[src/core/sbrg_map.vh]
// Constants of the serial baud rate generator: register indices,
// field positions, reset values and division factors.
// Assumes inclusion by name from the design file only.
`ifndef SBRG_MAP_VH
`define SBRG_MAP_VH

// ============================================================
// Register indices on the plain register port
`define SBRG_ADDR_W 3
`define SBRG_IDX_DIV_LOW 3'h0
`define SBRG_IDX_DIV_HIGH 3'h1
`define SBRG_IDX_TX_CTRL 3'h2
`define SBRG_IDX_BAUD_CTRL 3'h3
`define SBRG_IDX_CNT_LOW 3'h4
`define SBRG_IDX_CNT_HIGH 3'h5

// ============================================================
// Field positions
`define SBRG_BIT_SYNC 4
`define SBRG_BIT_HIGH_SPEED 2
`define SBRG_BIT_WIDE 3

// ============================================================
// Reset values and access masks
`define SBRG_RST_DIV 8'h00
`define SBRG_RST_TX_CTRL 8'h00
`define SBRG_RST_BAUD_CTRL 8'h00
`define SBRG_TX_CTRL_WMASK 8'hfd
`define SBRG_TX_CTRL_RONE 8'h02
`define SBRG_BAUD_CTRL_WMASK 8'h1b
`define SBRG_BAUD_CTRL_RONE 8'h40

// ============================================================
// Prescale factors minus one, applied ahead of the n+1 divider
`define SBRG_DIV_ASYNC_LOW 6'h3f
`define SBRG_DIV_ASYNC_MID 6'h0f
`define SBRG_DIV_FAST 6'h03

`endif

[src/core/sbrg_top.v]
// Baud rate generator of the serial port: divisor and mode registers
// and a programmable divider producing one tick per bit time.
// Assumes a same-clock register master; strobes never overlap.
//
// Implementation choices: the placing of the registers and the address-and-strobe port.

`timescale 1ns/1ps
`default_nettype none
`include "sbrg_map.vh"

module sbrg_top (
    // Clock, reset and enable
    input wire sys_clk_i,
    input wire rst_i,
    input wire clk_en_i,

    // Register port
    input wire [`SBRG_ADDR_W-1:0] reg_addr_i,
    input wire [7:0] reg_wdata_i,
    input wire reg_wr_i,
    input wire reg_rd_i,
    output reg [7:0] reg_rdata_o,

    // Timing outputs
    output reg baud_tick_o,
    output reg sync_mode_o
);

    // ============================================================
    // Register state
    reg [7:0] div_low_reg;
    reg [7:0] div_high_reg;
    reg [7:0] tx_ctrl_reg;
    reg [7:0] baud_ctrl_reg;

    // ============================================================
    // Divider state
    reg [5:0] pre_reg;
    reg [5:0] pre_next;
    reg [15:0] cnt_reg;
    reg [15:0] cnt_next;
    reg tick_next;

    // ============================================================
    // Decoded controls
    wire wr_low;
    wire wr_high;
    wire wr_tx;
    wire wr_baud;
    wire restart;
    wire mode_sync;
    wire mode_wide;
    wire mode_fast;
    reg [5:0] pre_last;
    reg [15:0] divisor;
    reg [7:0] rdata_next;
    reg [7:0] low_in;
    reg [7:0] high_in;

    assign wr_low = reg_wr_i && (reg_addr_i == `SBRG_IDX_DIV_LOW);
    assign wr_high = reg_wr_i && (reg_addr_i == `SBRG_IDX_DIV_HIGH);
    assign wr_tx = reg_wr_i && (reg_addr_i == `SBRG_IDX_TX_CTRL);
    assign wr_baud = reg_wr_i && (reg_addr_i == `SBRG_IDX_BAUD_CTRL);

    // Either divisor byte restarts the count
    assign restart = wr_low || wr_high;

    assign mode_sync = tx_ctrl_reg[`SBRG_BIT_SYNC];
    assign mode_wide = baud_ctrl_reg[`SBRG_BIT_WIDE];
    assign mode_fast = tx_ctrl_reg[`SBRG_BIT_HIGH_SPEED];

    // ============================================================
    // Divisor as it stands after this cycle's write
    always @* begin
        low_in = div_low_reg;
        high_in = div_high_reg;
        if (wr_low) begin
            low_in = reg_wdata_i;
        end
        if (wr_high) begin
            high_in = reg_wdata_i;
        end
        if (mode_wide) begin
            divisor = {high_in, low_in};
        end else begin
            divisor = {8'h00, low_in};
        end
    end

    // ============================================================
    // Prescale factor minus one, chosen by mode
    always @* begin
        if (mode_sync) begin
            pre_last = `SBRG_DIV_FAST;
        end else if (!mode_wide && !mode_fast) begin
            pre_last = `SBRG_DIV_ASYNC_LOW;
        end else if (mode_wide && mode_fast) begin
            pre_last = `SBRG_DIV_FAST;
        end else begin
            pre_last = `SBRG_DIV_ASYNC_MID;
        end
    end

    // ============================================================
    // Divider: prescaler then n+1 down counter, period P*(n+1)
    always @* begin
        pre_next = pre_reg;
        cnt_next = cnt_reg;
        tick_next = 1'b0;
        if (restart) begin
            pre_next = 6'h00;
            cnt_next = divisor;
        end else if (pre_reg >= pre_last) begin
            // A mode change can leave the prescaler beyond its new end
            pre_next = 6'h00;
            if (cnt_reg == 16'h0000) begin
                cnt_next = divisor;
                tick_next = 1'b1;
            end else begin
                cnt_next = cnt_reg - 16'h0001;
            end
        end else begin
            pre_next = pre_reg + 6'h01;
        end
    end

    // ============================================================
    // Read mux: unmapped indices read zero
    always @* begin
        case (reg_addr_i)
            `SBRG_IDX_DIV_LOW: begin
                rdata_next = div_low_reg;
            end
            `SBRG_IDX_DIV_HIGH: begin
                rdata_next = div_high_reg;
            end
            `SBRG_IDX_TX_CTRL: begin
                rdata_next = tx_ctrl_reg | `SBRG_TX_CTRL_RONE;
            end
            `SBRG_IDX_BAUD_CTRL: begin
                rdata_next = baud_ctrl_reg | `SBRG_BAUD_CTRL_RONE;
            end
            `SBRG_IDX_CNT_LOW: begin
                rdata_next = cnt_reg[7:0];
            end
            `SBRG_IDX_CNT_HIGH: begin
                rdata_next = cnt_reg[15:8];
            end
            default: begin
                rdata_next = 8'h00;
            end
        endcase
    end

    // ============================================================
    // Registers
    always @(posedge sys_clk_i or posedge rst_i) begin
        if (rst_i) begin
            div_low_reg <= `SBRG_RST_DIV;
            div_high_reg <= `SBRG_RST_DIV;
            tx_ctrl_reg <= `SBRG_RST_TX_CTRL;
            baud_ctrl_reg <= `SBRG_RST_BAUD_CTRL;
        end else if (clk_en_i) begin
            if (wr_low) begin
                div_low_reg <= reg_wdata_i;
            end
            if (wr_high) begin
                div_high_reg <= reg_wdata_i;
            end
            if (wr_tx) begin
                tx_ctrl_reg <= reg_wdata_i & `SBRG_TX_CTRL_WMASK;
            end
            if (wr_baud) begin
                baud_ctrl_reg <= reg_wdata_i & `SBRG_BAUD_CTRL_WMASK;
            end
        end
    end

    // ============================================================
    // Divider and outputs
    // The enable freezes the tick too, so a pulse lasts while it is low
    always @(posedge sys_clk_i or posedge rst_i) begin
        if (rst_i) begin
            pre_reg <= 6'h00;
            cnt_reg <= 16'h0000;
            baud_tick_o <= 1'b0;
            sync_mode_o <= 1'b0;
            reg_rdata_o <= 8'h00;
        end else if (clk_en_i) begin
            pre_reg <= pre_next;
            cnt_reg <= cnt_next;
            baud_tick_o <= tick_next;
            sync_mode_o <= mode_sync;
            if (reg_rd_i) begin
                reg_rdata_o <= rdata_next;
            end else begin
                reg_rdata_o <= 8'h00;
            end
        end
    end

endmodule

`default_nettype wire

[config.mk]
export PLATFORM = sky130hd
export DESIGN_NAME = sbrg_top
export DESIGN_NICKNAME = d
export VERILOG_FILES = /design/src/core/sbrg_top.v
export VERILOG_INCLUDE_DIRS = /design/src /design/src/core
export SDC_FILE = /design/constraint.sdc
export NUM_CORES = 1
export LEC_CHECK = 0
export BUFFER_PORTS_ARGS = -buffer_cell sky130_fd_sc_hd__buf_2
export CORE_UTILIZATION = 45
export CTS_CLUSTER_DIAMETER = 120
export DETAILED_ROUTE_END_ITERATION = 10
export MAX_ROUTING_LAYER = met4
export PLACE_DENSITY = 0.65
export SLEW_MARGIN = 10
export SYNTH_ARGS = -nofsm -noshare
export SYNTH_HDL_FRONTEND = slang
export SYNTH_SLANG_ARGS = --single-unit
[constraint.sdc]
create_clock -name sys_clk_i -period 3.13 [get_ports sys_clk_i]
set_input_delay 0 -clock sys_clk_i [delete_from_list [all_inputs] [get_ports sys_clk_i]]
set_output_delay 0 -clock sys_clk_i [all_outputs]
set_load 0.01 [all_outputs]
Word-level counts from Yosys, hierarchy flattened
Cells that the tools add are included.
{ "totals": {"regBits": 59, "latchBits": 0, "mem_bits_rw": 0, "romBits": 0, "out_inout_bits": 10, "mem_count": 0} }
{ "classes": {"add_sub_neg": 2, "n_mul": 0, "div": 0, "order_cmp": 1, "n_eq_ne": 5, "shifts": 0, "n_mux": 16, "bitwise_logic": 0, "reduce_logical": 15} }
{ "op_table": {"columns": ["op", "n"], "rows": [
  ["16-bit 2-to-1 mux", 4],
  ["8-bit one-hot mux with 6 select lines", 1],
  ["6-bit 2-to-1 mux", 4],
  ["8-bit 2-to-1 mux", 3],
  ["16-bit zero test", 1],
  ["16-bit by 1-bit subtractor with 16-bit output (second input constant)", 1],
  ["6-bit by 1-bit adder with 6-bit output (second input constant)", 1],
  ["3-bit by 2-bit == test with 1-bit output (second input constant)", 2],
  ["3-bit == test (second input constant)", 2],
  ["6-bit >= comparator", 1],
  ["1-bit logical AND", 6],
  ["2-bit AND reduction", 3],
  ["4-bit 2-to-1 mux", 1],
  ["3-bit by 1-bit == test with 1-bit output (second input constant)", 1],
  ["3-bit zero test", 1],
  ["1-bit 2-to-1 mux", 3],
  ["1-bit zero test", 2],
  ["2-bit nonzero test", 1],
  ["1-bit logical OR", 1]
]} }

Longest topological paths before layout
Gate-level depths: netlist of run 1.
{ "logic_depth": {"ltp_word": 7, "ltp_mapped": 10, "depth_no_buf": 7} }

Worst setup path after synthesis of run 1
Ideal clock, no wire load.
{ "synth_path": {"path_kind": "register to register", "from": "register baud_ctrl_reg[3]", "to": "register cnt_reg[0]", "setup_time_ns": 0.121, "t_arrival_ns": 2.347, "slack_ns": 0.662, "path_stages_with_launch": 10, "synth_period_minus_slack_ns": 2.468, "cell_sequence": "dfrtp_1 -> clkbuf_1 -> or3_1 -> ha_1 -> o21a_1 -> a2111o_1 -> and2_1 -> buf_2 -> buf_2 -> a22o_1"} }
{ "synth_between": {"elab_chain_cells": 7, "elab_cells_between_ends": 9, "classes_between": "order compare (1); mux (3); reduce/logical (5)"} }
{ "synth_lines": {"columns": ["element", "line_no", "source"], "rows": [
  ["from (decl)", "sbrg_top.v:34", "reg [7:0] baud_ctrl_reg;"],
  ["from (signal assigned)", "sbrg_top.v:162", "baud_ctrl_reg <= `SBRG_RST_BAUD_CTRL;"],
  ["from (signal assigned)", "sbrg_top.v:174", "baud_ctrl_reg <= reg_wdata_i & `SBRG_BAUD_CTRL_WMASK;"],
  ["1-bit logical AND / 1-bit zero test (equally long branches)", "sbrg_top.v:97, sbrg_top.v:95", null],
  ["4-bit 2-to-1 mux / 1-bit logical AND (equally long branches)", "sbrg_top.v:97, sbrg_top.v:95", null],
  ["6-bit 2-to-1 mux *", "sbrg_top.v:95", "end else if (!mode_wide && !mode_fast) begin"],
  ["6-bit 2-to-1 mux *", "sbrg_top.v:93", "if (mode_sync) begin"],
  ["6-bit >= comparator *", "sbrg_top.v:113", "end else if (pre_reg >= pre_last) begin"],
  ["2-bit nonzero test (no source line) *", null, null],
  ["2-bit AND reduction (no source line) *", null, null],
  ["to (signal assigned)", "sbrg_top.v:191", "cnt_reg <= cnt_next;"],
  ["to (decl)", "sbrg_top.v:40", "reg [15:0] cnt_reg;"]
]} }
Every way passes the cells marked *; elsewhere a longest branch is shown, timed or not.
A chain may end at the register's enable or synchronous reset.

Worst setup path in the final report of run 1
{ "layout_path": {"from": "register tx_ctrl_reg[4]", "to": "register cnt_reg[14]"} }
{ "layout_between": {"elab_chain_cells": 4} }
{ "layout_lines": {"columns": ["element", "line_no", "source"], "rows": [
  ["from (decl)", "sbrg_top.v:33", "reg [7:0] tx_ctrl_reg;"],
  ["from (signal assigned)", "sbrg_top.v:161", "tx_ctrl_reg <= `SBRG_RST_TX_CTRL;"],
  ["from (signal assigned)", "sbrg_top.v:171", "tx_ctrl_reg <= reg_wdata_i & `SBRG_TX_CTRL_WMASK;"],
  ["6-bit 2-to-1 mux", "sbrg_top.v:93", null],
  ["6-bit >= comparator", "sbrg_top.v:113", null],
  ["2-bit nonzero test (no source line)", null, null],
  ["2-bit AND reduction (no source line)", null, null]
]} }
Every way passes these cells.

==> impl_metrics.ini, run 1 <==
[route]
totalWireLength_um = 9048
drt_first_pass_iters = 4
wl_per_cell_um = 18.62
drc_errors = 0
viasPerCell = 5.872
vias = 2854
drtIter0Drc = 220
ant_nets = 0

[critical_path]
crit_path_end_kind = flop
critPathMaxStageDelay_ns = 0.48
cp.required_ns = 3.33
startpoint_type = flop
crit_chain = or3_1 -> ha_1 -> o21a_1 -> a2111o_1 -> nand2_1 -> buf_4 -> a21oi_1 -> a2bb2oi_1
crit_buf_inv = 1
cpMaxStageDelayCell = nand2_1
cp_max_fo = 19
path_delay_family = simple AND/OR/NAND/NOR gates
cp.arrival_ns = 2.92
worstSetupPathType = reg -> reg

[layout]
area_growth_pct = 13.18
drive_above_1_share = 0.2474
num-fill-cells = 738
nNetsFinal = 402
design_area_sq_um = 4030
largest_reg_flops = 16
antenna_cells = 0

[timing]
finalCritPeriodShare = 0.8703
rsz0062_at_grt = false
drv_slew = 0
setup_tns_ns = 0
clock_skew_ns = 0.006866
min_period_ns = 2.724
final-hold-violation-count = 0
max_freq_mhz = 367.1
worst_slew_pin_slew_ns = 0.8981
slew_headroom = 0.4004
setup_violations = 0

[logic_synthesis]
ys_ff_latch = 59
netlist.area_leader.share = 0.4146
ys_types = 58
yosysWarnings = 0
async_flop_share = 1.000
synthCells = 347
syn_area_sq_um = 3561
ys.flop_type = dfrtp_1
avgSynthCellArea_sq_um = 10.26
synth_edf_count = 0
yosysMostFrequentCell = dfrtp_1
syn_nets = 370
synth_top_area_cell = dfrtp_1
synth_area_leaders = dfrtp_1 41%, mux2_2 11%, mux2i_1 5.9%, ha_1 2.5%, a21oi_1 2.4%
ys_seq_area_frac = 0.4146
synthTopCellsByCount = 59 x dfrtp_1, 34 x mux2_2

[grt]
grt_overflow = 0
grt_pass1_vias = 2924
track_usage = 0.2424
grt_max_degree = 42
grt_pass1_wl_um = 14970
antenna_found_initial = 0

[cts]
post_cts_resized = 0
clkLatencyLatePin_ns = 0.35
cts-htree-levels = 3
cts_max_path_buffers = 2
cts_buffers = 9
clkSinkCount = 59
tritoncts = yes
root_buffer = clkbuf_8
path_clk_slew_ns = 0.07

[placed_design]
port_buffers = 25
place_area_sq_um = 3761
hpwl_um = 6341
gp_congestion = 0.9077

[floorplanning]
start_util = 0.4632
die-area_sq_um = 8273
ios = 26
die_y_um = 90.96
die_w_um = 90.96
std_cell_rows = 32
coreArea_sq_um = 7687

[power_and_ir_drop]
ir_worst_vdd_mv = 0.3836
leakagePower_uw = 0.001730
p_per_area_nw_per_um2 = 679.3
total_power_uw = 2738

[run]
maxCapViolCount = 0

[run_status]
status = complete, no violations

[min_path]
min_path_type = in -> reg
==> cell families after synthesis <==
kind of cell    after synthesis  synth area share
xor+xnor                      2          0.004920
buf+inv                      40           0.04919
simple gates                 97            0.1546
flops                        59            0.4146
fa+ha+maj                     7           0.02459
mux                          58            0.1855
compound gates               84            0.1666
==> layout make-up <==
type                       instances  area (sq um)  share of cell area
sequential                        59          1476              0.3663
tap                              102         127.6             0.03167
timing repair buffer              40         262.8             0.06520
clock inverter                     7         45.04             0.01118
clock buffer                       9         123.9             0.03074
multi-input combinational        248          1916              0.4753
inverter                          21         78.83             0.01956
==> cells in the final DEF (no fill, tap or decap), types with 2 or more instances in the layout <==
| master | Yosys | layout |
|---|---|---|
| mux2i_1 | 21 | 21 |
| a21oi_1 | 17 | 17 |
| o22a_1 | 7 | 7 |
| or3_1 | 4 | 4 |
| o22ai_1 | 10 | 10 |
| mux2_2 | 34 | 34 |
| a2bb2oi_1 | 2 | 2 |
| inv_1 | 21 | 20 |
| o21ai_0 | 11 | 11 |
| and3_1 | 3 | 3 |
| a31oi_1 | 3 | 3 |
| buf_2 | 8 | 25 |
| a31o_2 | 2 | 2 |
| dfrtp_1 | 59 | 59 |
| clkinv_2 | 0 | 3 |
| nor3_1 | 11 | 11 |
| nand2_1 | 21 | 21 |
| nand4_1 | 8 | 8 |
| buf_4 | 0 | 5 |
| mux4_2 | 3 | 3 |
| and2_1 | 2 | 2 |
| o211ai_1 | 5 | 5 |
| nor2b_1 | 6 | 6 |
| clkbuf_8 | 0 | 9 |
| o21a_1 | 2 | 2 |
| o31a_1 | 3 | 3 |
| a211o_1 | 4 | 4 |
| dlygate4sd3_1 | 0 | 10 |
| clkinvlp_4 | 0 | 4 |
| nor2_1 | 21 | 21 |
| nand3_1 | 7 | 7 |
| a21o_1 | 2 | 2 |
| ha_1 | 7 | 7 |
| a22oi_1 | 4 | 4 |
| nor3b_1 | 2 | 2 |
==> final timing paths <==
path	cells past startpoint	slack, ns	to	startpoint
max	8	0.41	cnt_reg[14]	tx_ctrl_reg[4]
min	4	0.19	pre_reg[1]	clk_en_i
max reg2reg	8	0.41	cnt_reg[14]	tx_ctrl_reg[4]
min reg2reg	1	0.51	tx_ctrl_reg[5]	tx_ctrl_reg[5]
max in group asynchronous	4	1.96	div_low_reg[0]	rst_i
min in group asynchronous	3	0.38	reg_rdata_o[3]	rst_i
==> per-layer routing <==
layer / vias up / share of wire / wire [um] / track usage
li1: 1357 / - / - / -
met2: 60 / 0.48 / 4379 / 0.3775
met5: - / 0 / 0 / -
met1: 1420 / 0.46 / 4169 / 0.3259
met3: 17 / 0.034 / 312 / 0.04271
met4: 0 / 0.021 / 187 / 0.07143
==> worst min-delay path: cells and delay by family <==
kind                   cells  cell delay, ns
buffers and inverters      2            0.34
AOI/OAI and AO/OA          1            0.06
and+or+nand+nor            1            0.10
==> report_power, final <==
part           switching [uW]  total (uW)  internal (uW)
registers                 245        1220            975
logic                     493         907            414
clock network             329         610            282
==> metrics by stage <==
step / util / cells / hold slack (ns) / setup slack [ns]
after detailed placement: 0.4893 / 460 / 0.2506 / 0.4263
after global routing: 0.5243 / 486 / 0.2269 / 0.2484
after global placement: 0.4893 / 460 / 0.2353 / 0.4880
final: 0.5243 / 486 / 0.1949 / 0.4061
after floorplan: - / 347 / 0.1506 / 0.6620
after CTS: 0.5243 / 486 / 0.1930 / 0.4120
==> repair_timing <==
| item | in CTS | in global routing |
|---|---|---|
| hold buffers | 10 | 0 |
| buffers inserted | 0 | 0 |
| endpoints found under the hold margin | 64 | 0 |
| endpoints found under the setup margin | 0 | 0 |
(Power assumes the default switching activity.)
==> run 2: changes to the inputs <==
--- a/config.mk
+++ b/config.mk
@@ -11,7 +11,7 @@
 export CTS_CLUSTER_DIAMETER = 120
 export DETAILED_ROUTE_END_ITERATION = 10
 export MAX_ROUTING_LAYER = met4
-export PLACE_DENSITY = 0.65
+export PLACE_DENSITY = 0.68
 export SLEW_MARGIN = 10
 export SYNTH_ARGS = -nofsm -noshare
 export SYNTH_HDL_FRONTEND = slang
==> constraint.sdc (replaced) <==
create_clock -name sys_clk_i -period 2.25 [get_ports sys_clk_i]
set_input_delay 0 -clock sys_clk_i [delete_from_list [all_inputs] [get_ports sys_clk_i]]
set_output_delay 0 -clock sys_clk_i [all_outputs]
set_load 0.01 [all_outputs]
==> impl_metrics.ini, run 2 (synthesis gave the netlist of run 1 again) <==
[grt]
track_usage = 0.2447
grt_pass1_wl_um = 15190
grt_overflow = 0
antenna_found_initial = 0
grt_pass1_vias = 2925
grt_max_degree = 33

[timing]
worst_slew_pin_slew_ns = 0.6302
setup_violations = 6
setup_tns_ns = -0.2883
finalCritPeriodShare = 1.033
min_period_ns = 2.324
clock_skew_ns = 0.005854
final-hold-violation-count = 0
drv_slew = 0
max_freq_mhz = 430.4
fin_ws_ns = -0.07354
rsz0062_at_grt = true
slew_headroom = 0.5793

[route]
drtIter0Drc = 266
viasPerCell = 5.966
drc_errors = 1
drt_first_pass_iters = 8
totalWireLength_um = 9391
ant_nets = 0
wl_per_cell_um = 18.52
vias = 3025

[floorplanning]
die_w_um = 90.96
ios = 26
coreArea_sq_um = 7687
die-area_sq_um = 8273
die_y_um = 90.96
start_util = 0.4632
std_cell_rows = 32

[power_and_ir_drop]
leakagePower_uw = 0.001884
ir_worst_vdd_mv = 0.4231
p_per_area_nw_per_um2 = 983.9

[critical_path]
cp_max_fo = 21
crit_path_end_kind = flop
cp.required_ns = 2.52
critPathMaxStageDelay_ns = 0.51
ff2ff_path_depth = 8
crit_chain = or3_4 -> ha_4 -> o21a_1 -> a2111o_1 -> nand2_2 -> buf_12 -> or4_1 -> o211ai_1
worstSetupPathType = reg -> reg
cp.arrival_ns = 2.59
startpoint_type = flop
cpMaxStageDelayCell = or4_1

[cts]
clkLatencyLatePin_ns = 0.35
cts_max_path_buffers = 2
tritoncts = yes
cts_buffers = 9
cts-htree-levels = 3
root_buffer = clkbuf_8
path_clk_slew_ns = 0.07
clkSinkCount = 59

[placed_design]
place_area_sq_um = 3936
hpwl_um = 6645
gp_congestion = 0.9247
port_buffers = 25
dp_slack_ns = -0.05000

[layout]
final_common_cell = dfrtp_1
multi_input_area_sq_um = 1943
final_cell_mix = 59 x dfrtp_1, 34 x mux2_2, 25 x buf_2
antenna_cells = 0
nNetsFinal = 424
largest_reg_flops = 16
design_area_sq_um = 4318
area_growth_pct = 21.26
regArea_sq_um = 1476
drive_above_1_share = 0.2938
num-fill-cells = 662

[min_path]
min_path_cells = 4
min_path_type = in -> reg

[run]
maxCapViolCount = 0

[run_status]
violations = design-rule violations, negative setup slack
status = finished, violations left
-- run 2: worst max-delay path, delay by kind of cell, from the launching register on --
kind / cells / cell delay, ns
adder cells (fa/ha/maj): 1 / 0.27
flip-flops: 1 / 0.40
buffers and inverters: 1 / 0.15
AO/OA/AOI/OAI: 3 / 0.41
AND/OR/NAND/NOR: 3 / 0.99
-- run 2: final cells by class --
class | count | share of cell area
Sequential cell | 59 | 0.3419
Timing Repair Buffer | 62 | 0.1101
Clock inverter | 4 | 0.01739
Clock buffer | 11 | 0.03274
Inverter | 21 | 0.01826
Tap cell | 102 | 0.02956
Multi-Input combinational cell | 248 | 0.4500
-- run 2: through the flow --
| step | cells | hold slack, ns | utilization | total power, uW |
|---|---|---|---|---|
| after floorplan | 347 | 0.1506 | - | 2609 |
| after global placement | 478 | 0.1041 | 0.5120 | 3027 |
| after detailed placement | 478 | 0.1212 | 0.5120 | 3072 |
| after CTS | 504 | 0.2547 | 0.5562 | 4202 |
| after global routing | 507 | 0.2896 | 0.5617 | 4485 |
| final | 507 | 0.2642 | 0.5617 | 4249 |
-- run 2: path summary, 6_finish.rpt --
| path | start | to | slack [ns] |
|---|---|---|---|
| setup / recovery | tx_ctrl_reg[4] | cnt_reg[6] | -0.07 |
| hold / removal | reg_wr_i | baud_ctrl_reg[0] | 0.26 |
| setup reg to reg | tx_ctrl_reg[4] | cnt_reg[6] | -0.07 |
| hold reg to reg | sync_mode_o | sync_mode_o | 0.50 |
| max in group asynchronous | rst_i | cnt_reg[12] | 1.38 |
| min in group asynchronous | rst_i | reg_rdata_o[0] | 0.27 |
-- run 2: per-layer routing --
metal,global-route usage,wire length (um)
met3,0.04690,670
met4,0.07540,103
met2,0.3788,4512
met1,0.3272,4104
met5,-,0
-- run 2: timing repair --
action	4_1_cts	5_1_grt
gates resized for setup	3	4
pin swaps	1	1
setup endpoints to repair	4	18
hold buffers	11	0
hold endpoints to repair	51	0
gates cloned	0	0
buffers inserted	0	3
-- run 2: power breakdown --
group	internal, uW	switching (uW)	leakage (uW)
registers	1360	307	0.000731
clock network	648	439	0.000102
logic	723	774	0.00105
total	2730	1520	0.00188
